<file path="config.mk">
export PLATFORM = sky130hd
export DESIGN_NAME = interrupt_response_timing
export DESIGN_NICKNAME = d
export VERILOG_FILES = /design/src/core/irt_pkg.sv /design/src/core/irt_req_if.sv /design/src/core/irt_arbiter.sv /design/src/core/interrupt_response_timing.sv
export SDC_FILE = /design/constraint.sdc
export NUM_CORES = 1
export LEC_CHECK = 0
export BUFFER_PORTS_ARGS = -buffer_cell sky130_fd_sc_hd__buf_2
export CAP_MARGIN = 10
export CORE_ASPECT_RATIO = 0.7
export CORE_MARGIN = 1.5
export CORE_UTILIZATION = 60
export CTS_CLUSTER_DIAMETER = 60
export CTS_CLUSTER_SIZE = 25
export DETAILED_ROUTE_END_ITERATION = 8
export PLACE_DENSITY = 0.83
export SYNTH_ARGS = -nofsm -noshare
export SYNTH_HDL_FRONTEND = slang
export SYNTH_HIERARCHICAL = 1
export SYNTH_SLANG_ARGS = --single-unit
</file>
<file path="constraint.sdc">
create_clock -name CLOCK_I -period 2.3 [get_ports CLOCK_I]
set_input_delay 0.115 -clock CLOCK_I [delete_from_list [all_inputs] [get_ports CLOCK_I]]
set_output_delay 0.115 -clock CLOCK_I [all_outputs]
set_load 0.01 [all_outputs]
</file>
<file path="src/core/irt_pkg.sv">
/*
 * Constants, types and timing figures for the interrupt response timing block.
 * Assumes a single 40 MHz CPU clock; bus and peripheral periods are given
 * in picoseconds and folded into whole CPU cycles here.
 */
`default_nettype none
package irt_pkg;
    localparam int CLK_PS  = 25000;
    localparam int ICYC_PS = 25000;
    localparam int BCYC_PS = 25000;
    localparam int PCYC_PS = 25000;

    // decision times, least times rounded up to whole CPU cycles
    localparam int NMI_DEC_PS  = ICYC_PS / 2 + BCYC_PS / 2 + PCYC_PS / 2;
    localparam int IRL_DEC_PS  = ICYC_PS / 2 + BCYC_PS / 2 + 2 * PCYC_PS;
    localparam int MOD_DEC_PS  = ICYC_PS / 2 + (3 * PCYC_PS) / 2;
    localparam int NMI_DEC_CYC = (NMI_DEC_PS + CLK_PS - 1) / CLK_PS;
    localparam int IRL_DEC_CYC = (IRL_DEC_PS + CLK_PS - 1) / CLK_PS;
    localparam int MOD_DEC_CYC = (MOD_DEC_PS + CLK_PS - 1) / CLK_PS;

    localparam int VEC_PS  = 5 * ICYC_PS;
    localparam int VEC_CYC = VEC_PS / CLK_PS;

    localparam int LVL_W = 5;
    localparam int MSK_W = 4;
    localparam logic [LVL_W-1:0] NMI_LEVEL   = 5'h10;
    localparam logic [LVL_W-1:0] LEVEL_RST   = 5'h00;
    localparam logic [MSK_W-1:0] IRL_NONE_N  = 4'hF;
    localparam logic [2:0]       VCNT_RST    = 3'h0;
    localparam logic [2:0]       VCNT_LOAD   = 3'(VEC_CYC - 1);

    typedef enum logic [1:0] {
        CLS_NMI = 2'h0,
        CLS_IRL = 2'h1,
        CLS_MOD = 2'h2
    } src_class_e;

    typedef enum logic [3:0] {
        ST_IDLE = 4'h1,
        ST_WAIT = 4'h2,
        ST_SAVE = 4'h4,
        ST_VEC  = 4'h8
    } seq_state_e;
endpackage
`default_nettype wire

</file>
<file path="src/core/irt_req_if.sv">
/*
 * Accepted request from the arbiter to the exception sequencer.
 * Assumes both ends run on the same clock.
 */
`timescale 1ns/10ps
`default_nettype none
interface irt_req_if;
    logic                      req_valid;
    logic [irt_pkg::LVL_W-1:0] level;
    irt_pkg::src_class_e       cls;
    logic                      nmi_ack;

    modport arb (output req_valid, output level, output cls, input nmi_ack);
    modport seq (input req_valid, input level, input cls, output nmi_ack);
endinterface
`default_nettype wire

</file>
<file path="src/core/irt_arbiter.sv">
/*
 * Priority decision and mask comparison with per-class decision delay.
 * Assumes inputs already synchronised to the CPU clock.
 */
`timescale 1ns/10ps
`default_nettype none
module irt_arbiter (
    input  wire logic                      clk_i,
    input  wire logic                      rst_n_i,
    input  wire logic                      nmi_edge_i,
    input  wire logic [irt_pkg::MSK_W-1:0] irl_n_i,
    input  wire logic                      mod_req_i,
    input  wire logic [irt_pkg::MSK_W-1:0] mod_level_i,
    input  wire logic [irt_pkg::MSK_W-1:0] mask_i,
    irt_req_if.arb                         req
);
    localparam int IW = irt_pkg::IRL_DEC_CYC - 1;
    localparam int MW = irt_pkg::MOD_DEC_CYC - 1;

    logic                      nmi_pend_q;
    logic [irt_pkg::MSK_W-1:0] irl_pipe_q [IW];
    logic [irt_pkg::MSK_W:0]   mod_pipe_q [MW];
    logic [irt_pkg::MSK_W-1:0] irl_lvl;
    logic                      sel_valid;
    logic [irt_pkg::LVL_W-1:0] sel_level;
    irt_pkg::src_class_e       sel_cls;
    logic                      mod_v;
    logic [irt_pkg::MSK_W-1:0] mod_l;
    logic [irt_pkg::MSK_W-1:0] irl_t;

    assign irl_lvl = ~irl_n_i;
    assign mod_v   = mod_pipe_q[MW-1][irt_pkg::MSK_W];
    assign mod_l   = mod_pipe_q[MW-1][irt_pkg::MSK_W-1:0];
    assign irl_t   = irl_pipe_q[IW-1];

    // an edge in the same cycle as the ack stays pending; the pending flag is
    // the first of the pin's two decision stages, the output flop the second
    always_ff @(posedge clk_i or negedge rst_n_i) begin
        if (!rst_n_i) begin
            nmi_pend_q <= 1'b0;
        end else if (nmi_edge_i) begin
            nmi_pend_q <= 1'b1;
        end else if (req.nmi_ack) begin
            nmi_pend_q <= 1'b0;
        end
    end

    // delay lines realise the decision time, output flop is the last stage
    always_ff @(posedge clk_i or negedge rst_n_i) begin
        if (!rst_n_i) begin
            for (int i = 0; i < IW; i++) begin
                irl_pipe_q[i] <= '0;
            end
            for (int i = 0; i < MW; i++) begin
                mod_pipe_q[i] <= '0;
            end
        end else begin
            irl_pipe_q[0] <= irl_lvl;
            for (int i = 1; i < IW; i++) begin
                irl_pipe_q[i] <= irl_pipe_q[i-1];
            end
            mod_pipe_q[0] <= {mod_req_i, mod_level_i};
            for (int i = 1; i < MW; i++) begin
                mod_pipe_q[i] <= mod_pipe_q[i-1];
            end
        end
    end

    // ties between pin levels and modules go to the pins
    always_comb begin
        sel_valid = 1'b0;
        sel_level = irt_pkg::LEVEL_RST;
        sel_cls   = irt_pkg::CLS_MOD;
        if (nmi_pend_q) begin
            sel_valid = 1'b1;
            sel_level = irt_pkg::NMI_LEVEL;
            sel_cls   = irt_pkg::CLS_NMI;
        end else if (irl_t != '0 && (!mod_v || irl_t >= mod_l)) begin
            sel_valid = 1'b1;
            sel_level = {1'b0, irl_t};
            sel_cls   = irt_pkg::CLS_IRL;
        end else if (mod_v && mod_l != '0) begin
            sel_valid = 1'b1;
            sel_level = {1'b0, mod_l};
            sel_cls   = irt_pkg::CLS_MOD;
        end
        // strictly greater than the mask; the non-maskable pin bypasses it
        if (sel_cls != irt_pkg::CLS_NMI && sel_level <= {1'b0, mask_i}) begin
            sel_valid = 1'b0;
        end
    end

    always_ff @(posedge clk_i or negedge rst_n_i) begin
        if (!rst_n_i) begin
            req.req_valid <= 1'b0;
            req.level     <= irt_pkg::LEVEL_RST;
            req.cls       <= irt_pkg::CLS_MOD;
        end else begin
            req.req_valid <= sel_valid;
            req.level     <= sel_level;
            req.cls       <= sel_cls;
        end
    end
endmodule
`default_nettype wire

</file>
<file path="src/core/interrupt_response_timing.sv">
/*
 * Interrupt acceptance and exception entry sequencer: synchronises the pins,
 * runs the arbiter and paces entry into the handler.
 * Assumes the CPU gives an instruction-end strobe and status word fields on
 * the same clock.
 */
`timescale 1ns/10ps
`default_nettype none
module interrupt_response_timing (
    input  wire logic                      CLOCK_I,
    input  wire logic                      ARST_N_I,
    input  wire logic                      NMI_I,
    input  wire logic [irt_pkg::MSK_W-1:0] IRL_N_I,
    input  wire logic                      MOD_REQ_I,
    input  wire logic [irt_pkg::MSK_W-1:0] MOD_LEVEL_I,
    input  wire logic [irt_pkg::MSK_W-1:0] INTERRUPT_MASK_LEVEL_I,
    input  wire logic                      EXCEPTION_BLOCK_FLAG_I,
    input  wire logic                      INSN_END_I,
    input  wire logic                      NEXT_INSN_MASKS_I,
    output logic                           IRQ_REQUEST_O,
    output logic                           SAVE_CONTEXT_O,
    output logic                           HANDLER_FETCH_O,
    output logic [irt_pkg::LVL_W-1:0]      TAKEN_LEVEL_O,
    output logic [1:0]                     TAKEN_CLASS_O
);
    logic                      rst_s1_q;
    logic                      rst_n;
    logic                      nmi_s1_q;
    logic                      nmi_s2_q;
    logic                      nmi_s3_q;
    logic [irt_pkg::MSK_W-1:0] irl_s1_q;
    logic [irt_pkg::MSK_W-1:0] irl_s2_q;
    logic                      nmi_edge;
    irt_pkg::seq_state_e       state_q;
    logic [2:0]                vcnt_q;
    logic                      save_q;
    logic                      fetch_q;
    logic                      take;

    irt_req_if req ();

    always_ff @(posedge CLOCK_I or negedge ARST_N_I) begin
        if (!ARST_N_I) begin
            rst_s1_q <= 1'b0;
            rst_n    <= 1'b0;
        end else begin
            rst_s1_q <= 1'b1;
            rst_n    <= rst_s1_q;
        end
    end

    // pins cross from outside; nothing reads the first stage but the second
    always_ff @(posedge CLOCK_I or negedge rst_n) begin
        if (!rst_n) begin
            nmi_s1_q <= 1'b0;
            nmi_s2_q <= 1'b0;
            nmi_s3_q <= 1'b0;
            irl_s1_q <= irt_pkg::IRL_NONE_N;
            irl_s2_q <= irt_pkg::IRL_NONE_N;
        end else begin
            nmi_s1_q <= NMI_I;
            nmi_s2_q <= nmi_s1_q;
            nmi_s3_q <= nmi_s2_q;
            irl_s1_q <= IRL_N_I;
            irl_s2_q <= irl_s1_q;
        end
    end

    assign nmi_edge = nmi_s2_q && !nmi_s3_q;

    irt_arbiter u_arb (
        .clk_i       (CLOCK_I),
        .rst_n_i     (rst_n),
        .nmi_edge_i  (nmi_edge),
        .irl_n_i     (irl_s2_q),
        .mod_req_i   (MOD_REQ_I),
        .mod_level_i (MOD_LEVEL_I),
        .mask_i      (INTERRUPT_MASK_LEVEL_I),
        .req         (req.arb)
    );

    // entry only at an instruction boundary with the block flag clear
    // and no masking instruction following
    // the wait is bounded by the CPU's longest instruction, the status word
    // postinc load at seven cycles plus memory waits
    assign take = req.req_valid && INSN_END_I && !EXCEPTION_BLOCK_FLAG_I
                  && !NEXT_INSN_MASKS_I;

    assign req.nmi_ack = save_q && TAKEN_CLASS_O == 2'(irt_pkg::CLS_NMI);

    always_ff @(posedge CLOCK_I or negedge rst_n) begin
        if (!rst_n) begin
            state_q <= irt_pkg::ST_IDLE;
        end else begin
            unique case (state_q)
                irt_pkg::ST_IDLE: begin
                    if (req.req_valid) begin
                        state_q <= irt_pkg::ST_WAIT;
                    end
                end
                irt_pkg::ST_WAIT: begin
                    if (!req.req_valid) begin
                        state_q <= irt_pkg::ST_IDLE;
                    end else if (take) begin
                        state_q <= irt_pkg::ST_SAVE;
                    end
                end
                irt_pkg::ST_SAVE: begin
                    state_q <= irt_pkg::ST_VEC;
                end
                irt_pkg::ST_VEC: begin
                    if (vcnt_q == 3'h1) begin
                        state_q <= irt_pkg::ST_IDLE;
                    end
                end
                default: begin
                    state_q <= irt_pkg::ST_IDLE;
                end
            endcase
        end
    end

    // save to first fetch is a fixed count for every class
    always_ff @(posedge CLOCK_I or negedge rst_n) begin
        if (!rst_n) begin
            vcnt_q <= irt_pkg::VCNT_RST;
        end else if (state_q == irt_pkg::ST_SAVE) begin
            vcnt_q <= irt_pkg::VCNT_LOAD;
        end else if (state_q == irt_pkg::ST_VEC) begin
            vcnt_q <= vcnt_q - 3'h1;
        end
    end

    always_ff @(posedge CLOCK_I or negedge rst_n) begin
        if (!rst_n) begin
            save_q  <= 1'b0;
            fetch_q <= 1'b0;
        end else begin
            save_q  <= state_q == irt_pkg::ST_WAIT && take;
            fetch_q <= state_q == irt_pkg::ST_VEC && vcnt_q == 3'h1;
        end
    end

    // level and class frozen at save so the handler sees what was taken
    always_ff @(posedge CLOCK_I or negedge rst_n) begin
        if (!rst_n) begin
            TAKEN_LEVEL_O <= irt_pkg::LEVEL_RST;
            TAKEN_CLASS_O <= 2'(irt_pkg::CLS_MOD);
        end else if (state_q == irt_pkg::ST_WAIT && take) begin
            TAKEN_LEVEL_O <= req.level;
            TAKEN_CLASS_O <= 2'(req.cls);
        end
    end

    // totals are decision + wait + entry; with one clock the bus and
    // peripheral ratios are fixed at 1:1:1, so the quarter-rate figures only
    // bound the design from above
    always_ff @(posedge CLOCK_I or negedge rst_n) begin
        if (!rst_n) begin
            IRQ_REQUEST_O <= 1'b0;
        end else begin
            IRQ_REQUEST_O <= req.req_valid;
        end
    end

    assign SAVE_CONTEXT_O  = save_q;
    assign HANDLER_FETCH_O = fetch_q;
endmodule
`default_nettype wire

</file>
Yosys cells after proc, flatten, opt, wreduce, memory -nomap -nowiden
Cells that the tools add are included.
{"block": "classes", "magnitude_cmp": 2, "add_sub_neg": 1, "muxes": 18, "bitwise_logic": 1, "eq_ne": 8, "n_reduce_logical": 22}
{"operator": "$mux 4", "count": 5}
{"operator": "$pmux 4 s4", "count": 1}
{"operator": "$logic_and 1x1->1", "count": 10}
{"operator": "$mux 5", "count": 2}
{"operator": "$reduce_bool 4->1", "count": 2}
{"operator": "$mux 1", "count": 6}
{"operator": "$mux 3", "count": 2}
{"operator": "$reduce_bool 2->1", "count": 3}
{"operator": "$le 5x4->1", "count": 1}
{"operator": "$eq 4x1->1 const B", "count": 1}
{"operator": "$eq 4x2->1 const B", "count": 1}
{"operator": "$eq 4x3->1 const B", "count": 1}
{"operator": "$eq 4x4->1 const B", "count": 1}
{"operator": "$ge 4x4->1", "count": 1}
{"operator": "$logic_not 1->1", "count": 4}
{"operator": "$mux 2", "count": 2}
{"operator": "$not 4->4", "count": 1}
{"operator": "$eq 3x1->1 const B", "count": 1}
{"operator": "$ne 3x3->1 const B", "count": 1}
{"operator": "$reduce_and 3->1", "count": 1}
{"operator": "$sub 3x1->3 const B", "count": 1}
{"operator": "$logic_not 2->1", "count": 1}
{"operator": "$ne 2x1->1 const B", "count": 1}
{"operator": "$ne 2x2->1 const B", "count": 1}
{"operator": "$logic_or 1x1->1", "count": 1}
{"block": "word_totals", "output_inout_bits": 10, "input_bits": 19, "elab_cells": 73, "register_bits": 52}

Longest topological paths before layout
{"block": "logic_depth", "word_depth": 8, "ltp_mapped": 11, "depth_no_buf": 11}

Hierarchy
The synthesis kept the hierarchy.
{"mod": "interrupt_response_timing", "area_each_um2": 1144.8, "cells_each": 79, "instances": 1}
{"mod": "irt_arbiter", "area_each_um2": 917.1, "cells_each": 77, "instances": 1}

Worst setup path before layout
No wires, ideal clock.
{"block": "synth_timing", "path_type": "register to register", "startpoint": "register u_arb.irl_pipe_q, in the netlist u_arb/irl_t[0]", "endpoint": "register u_arb.req.req_valid", "stages_incl_launch_ff": 11, "arrival_ns": 2.171, "path_slack_ns": 0.009, "cell_sequence": "dfrtp_1 -> inv_1 -> ha_1 -> nor3b_1 -> o2111a_2 -> o211ai_1 -> a21oi_1 -> ha_1 -> a21oi_1 -> o21ai_0 -> a31o_2"}
{"block": "synth_via", "elab_chain_cells": 8}
{"element": "start, declared", "line": "irt_arbiter.sv:21", "source": "logic [irt_pkg::MSK_W-1:0] irl_pipe_q [IW];"}
{"element": "start signal, assigned by index", "line": "irt_arbiter.sv:60", "source": "irl_pipe_q[i] <= irl_pipe_q[i-1];"}
{"element": "$ge 4x4->1", "line": "irt_arbiter.sv:78", "source": "end else if (irl_t != '0 && (!mod_v || irl_t >= mod_l)) begin"}
{"element": "$logic_or 1x1->1", "line": "irt_arbiter.sv:78"}
{"element": "$logic_and 1x1->1 *", "line": "irt_arbiter.sv:78"}
{"element": "$mux 5 *", "line": "irt_arbiter.sv:78"}
{"element": "$mux 5 *", "line": "irt_arbiter.sv:74", "source": "if (nmi_pend_q) begin"}
{"element": "via u_arb.sel_level, one bit", "line": "irt_arbiter.sv:25", "source": "logic [irt_pkg::LVL_W-1:0] sel_level;"}
{"element": "$le 5x4->1 *", "line": "irt_arbiter.sv:88", "source": "if (sel_cls != irt_pkg::CLS_NMI && sel_level <= {1'b0, mask_i}) begin"}
{"element": "$logic_and 1x1->1 *", "line": "irt_arbiter.sv:88"}
{"element": "$mux 1 *", "line": "irt_arbiter.sv:88"}
{"element": "via u_arb.sel_valid", "line": "irt_arbiter.sv:24", "source": "logic sel_valid;"}
{"element": "end signal, assigned", "line": "irt_arbiter.sv:99", "source": "req.req_valid <= sel_valid;"}
{"element": "end, declared", "line": "irt_req_if.sv:13", "source": "modport arb (output req_valid, output level, output cls, input nmi_ack);"}
The timed path passes the listed nets; every way through them passes the cells marked *.
A chain may end at the register's enable or synchronous reset.

Worst setup path after layout
Same ends and word-level chain as after synthesis.

==> results.md <==
- Outcome: finished, violations left
- Failing checks: setup timing
- Area of the mapped netlist: 2062 µm²
- Final setup margin: -0.1623 ns
- PortBufs: 28
- I/O pins: 29
- First-pass GRT wire length: ~6000 µm
- Relative slew slack: between 40% and 50%
- # fillers: around 180
- H-tree levels: 2
- DR vias: approximately 1400
- Dpl ws: -0.1428 ns
- Clk sinks: 52
- CTS Buffer Depth: 2
- Flops & latches, synth: 52
- Die H: 52.05 µm
- Data required, critical path: approximately 2.5 ns
- CP max stage cell: dfrtp_1
- Maximum vdd drop: 0.0005724 V
- Worst hold path type: input pin to async pin
- Via density per instance: between 5 and 6
- Register-to-register path setup slack: -0.16 ns
- Starting density of the core: ~64%
- Hold Violations, Final: 0
- Post-DP HPWL: between 2000 and 2500 µm
- PwrDens: between 700 and 800 nW/µm²
- Synth Flop Type: dfrtp_1
- Post-Syn Nets: 185
- Antenna Nets Post-Route: 0
- Row count: 17
- Skew-Pair Late Insertion Delay: 0.30 ns
- Pin count of the biggest net entering global routing: 43
- Peak Freq: a little over 0.4 GHz
- Crit path depth: 10
- Kind of critical path: flop to flop
- Ys Warns: 6
- Final Net Count: between 200 and 250
- Area fraction of the dominant cell type after synthesis: between 40% and 50%
- Worst R2R Path Depth: 10
- Die width: 73.07 µm
- RSZ-0062 raised after global routing: true
- Die area: around 3800 µm²
- Initial antenna violation count: 0
- Cells after synthesis: 156
- Cell family with most CP delay: compound AO/OA/AOI/OAI gates
- CP Max Fanout: 5
- Diodes inserted: 0
- Clock-pin slew on the worst setup and hold paths: approximately 0.080 ns
- Reg2Reg Capture Point: u_arb/req.req_valid
- Ratio of cells with drive above 1 in the final layout: 42.01%
- Synth-to-Final Area Change: 29.67%
- Async SR Flop Fraction: between 90% and 100%
- Routability cong.: 0.8211
- Syn avg cell area: approximately 13 µm²
- Sequential element share of the synthesized area: a little under two thirds
- Max-slew violation count: 0
- # Max-Cap Violations: 0
- Synth area leader: dfrtp_1
- Reg2reg start: u_arb/irl_t[0]
- Drt wl/cell: 14.79 µm
- Tot GR Track Use: between 20 and 25%
- Number of buffers created by CTS: 5
- Critical path buffer and inverter count: 1
- Count of cell types in the netlist: 39
- Post-synth EDFFs: 0
- Clock skew: roughly 0.0087 ns
- Largest stage delay, worst path: roughly 0.36 ns
- Fin crit share: 107.1%
- Placed Cells: 239
- Top cells by area, synth: dfrtp_1 (50%), dfstp_2 (14%), ha_1 (6.1%)
- Wirelength, routed: 3934 µm
- Pleak: 1.311 nW
- Worst setup path start: u_arb/irl_t[0]
- Tmin final: between 2 and 2.5 ns
- CTS Root Cell: clkbuf_8
- Vias in the first global route: 1371
- DRC marker count from the first detailed-route iteration: 123
- Grt total ovfl: 0
- Crit path cell chain: inv_1 -> ha_1 -> nor3b_2 -> o2111a_2 -> o211ai_1 -> a21oi_2 -> ha_4 -> a21oi_1 -> o21ai_1 -> a31o_2
- CP Capture Type: flop
- Worst Tran Pin Value: roughly 0.85 ns
- Final setup violation count: 1
- Crit path DAT: between 2 and 3 ns
- TritonRoute pass-1 iters: 4
- Total DRC errors in the routed layout: 0
- Core Box Area: 3212 µm²
- Final setup TNS: -0.1623 ns
- Startpoint Class: flop
- Final non-filler cell total: around 270
- TritonCTS clock tree: done
==> kinds of logic after synthesis <==
kind of cell	Yosys count	synth area share, %
mux	7	3.823
fa+ha+maj	10	6.068
simple gates	33	10.98
xor+xnor	1	0.4248
other cells	1	0.1819
compound gates	30	10.19
buf+inv	22	4.550
flops	52	63.77
==> cells in the mapped netlist, drive strengths merged, types with 4 or more instances <==
cell and count:
nor2b 4, a21oi 9, dfrtp 41, inv 18, ha 10, mux2 7
o211ai 4, nor2 5, dfstp 11, nand2 8
==> worst reg2reg max path, stage by stage, from the launching register on <==
cell	delay, ns
dfrtp_1	0.36
inv_1	0.06
ha_1	0.31
nor3b_2	0.24
o2111a_2	0.31
o211ai_1	0.13
a21oi_2	0.25
ha_4	0.25
a21oi_1	0.14
o21ai_1	0.08
a31o_2	0.23
==> power by group <==
| part | switching (mW) | internal [mW] |
|---|---|---|
| registers | 0.106 | 1.02 |
| clock network | 0.273 | 0.323 |
| logic | 0.180 | 0.219 |
==> sequential cells by signal (all words and copies together), names as in the netlist, 2 cells and up <==
name and count:
TAKEN_LEVEL_O 5, u_arb/mod_pipe_q 5, u_arb/req.level 5, irl_s1_q 4
irl_s2_q 4, state_q 4, u_arb/irl_pipe_q 4, u_arb/irl_t 4
vcnt_q 3, TAKEN_CLASS_O 2, u_arb/req.cls 2
==> how the worst max path moves through the flow <==
stage / end / slack, ns
5_1_grt: u_arb/req.req_valid / -0.26
4_1_cts: u_arb/req.req_valid / -0.06
6_report: u_arb/req.req_valid / -0.16
3_3_place_gp: u_arb/req.req_valid / -0.08
2_1_floorplan: u_arb/req.req_valid / 0.009
3_5_place_dp: u_arb/req.req_valid / -0.14
==> cell usage in the layout, fill, tap and decap left out, types with 2 or more instances in the layout <==
cell type and count:
o211ai_1 4, nor2_1 4, o22a_1 2, o21ai_1 2, nor3b_1 2, nor2b_1 4
dfstp_2 11, dfrtp_1 40, buf_2 28, mux2_2 7, a21oi_1 5, inv_1 17
clkbuf_8 5, nand2b_1 3, buf_4 19, dlygate4sd3_1 11, ha_1 6, ha_4 3
a21oi_2 4, a22o_1 2, a21o_1 3, nand2_1 8
==> routing by layer <==
metal	up-vias	wire, µm	GRT usage (%)
met4	0	76	8.176
met3	6	185	6.202
met2	44	2023	37.58
met1	657	1648	28.07
li1	663	-	-
met5	-	0	0
==> repair_timing <==
item,CTS,global route
hold buffers,11,0
endpoints found under the setup margin,1,1
gates resized for setup,8,5
setup buffers,4,4
endpoints found under the hold margin,12,0
pin swaps,14,8
==> final cells by class <==
cell class              count  area, µm²  share of cell area, %
clock buffers               6      72.57                  2.714
clock inverters             2      35.03                  1.310
well taps                  47      58.81                  2.199
multi-input cells          82      719.4                  26.91
repair buffers             59      404.1                  15.11
flip-flops and latches     52       1316                  49.23
inverters                  18      67.56                  2.527
==> through the flow <==
step	utilization, %	power, mW	instance area (µm²)	hold slack [ns]
after floorplan	-	1.373	2062	-0.1806
final	83.25	2.122	2674	0.1212
after CTS	80.91	2.112	2599	0.1105
after global placement	72.42	1.456	2326	-0.1006
after global routing	83.25	2.232	2674	0.1185
after detailed placement	72.42	1.488	2326	-0.09619
Note: power is estimated with default switching activity, not from simulation.
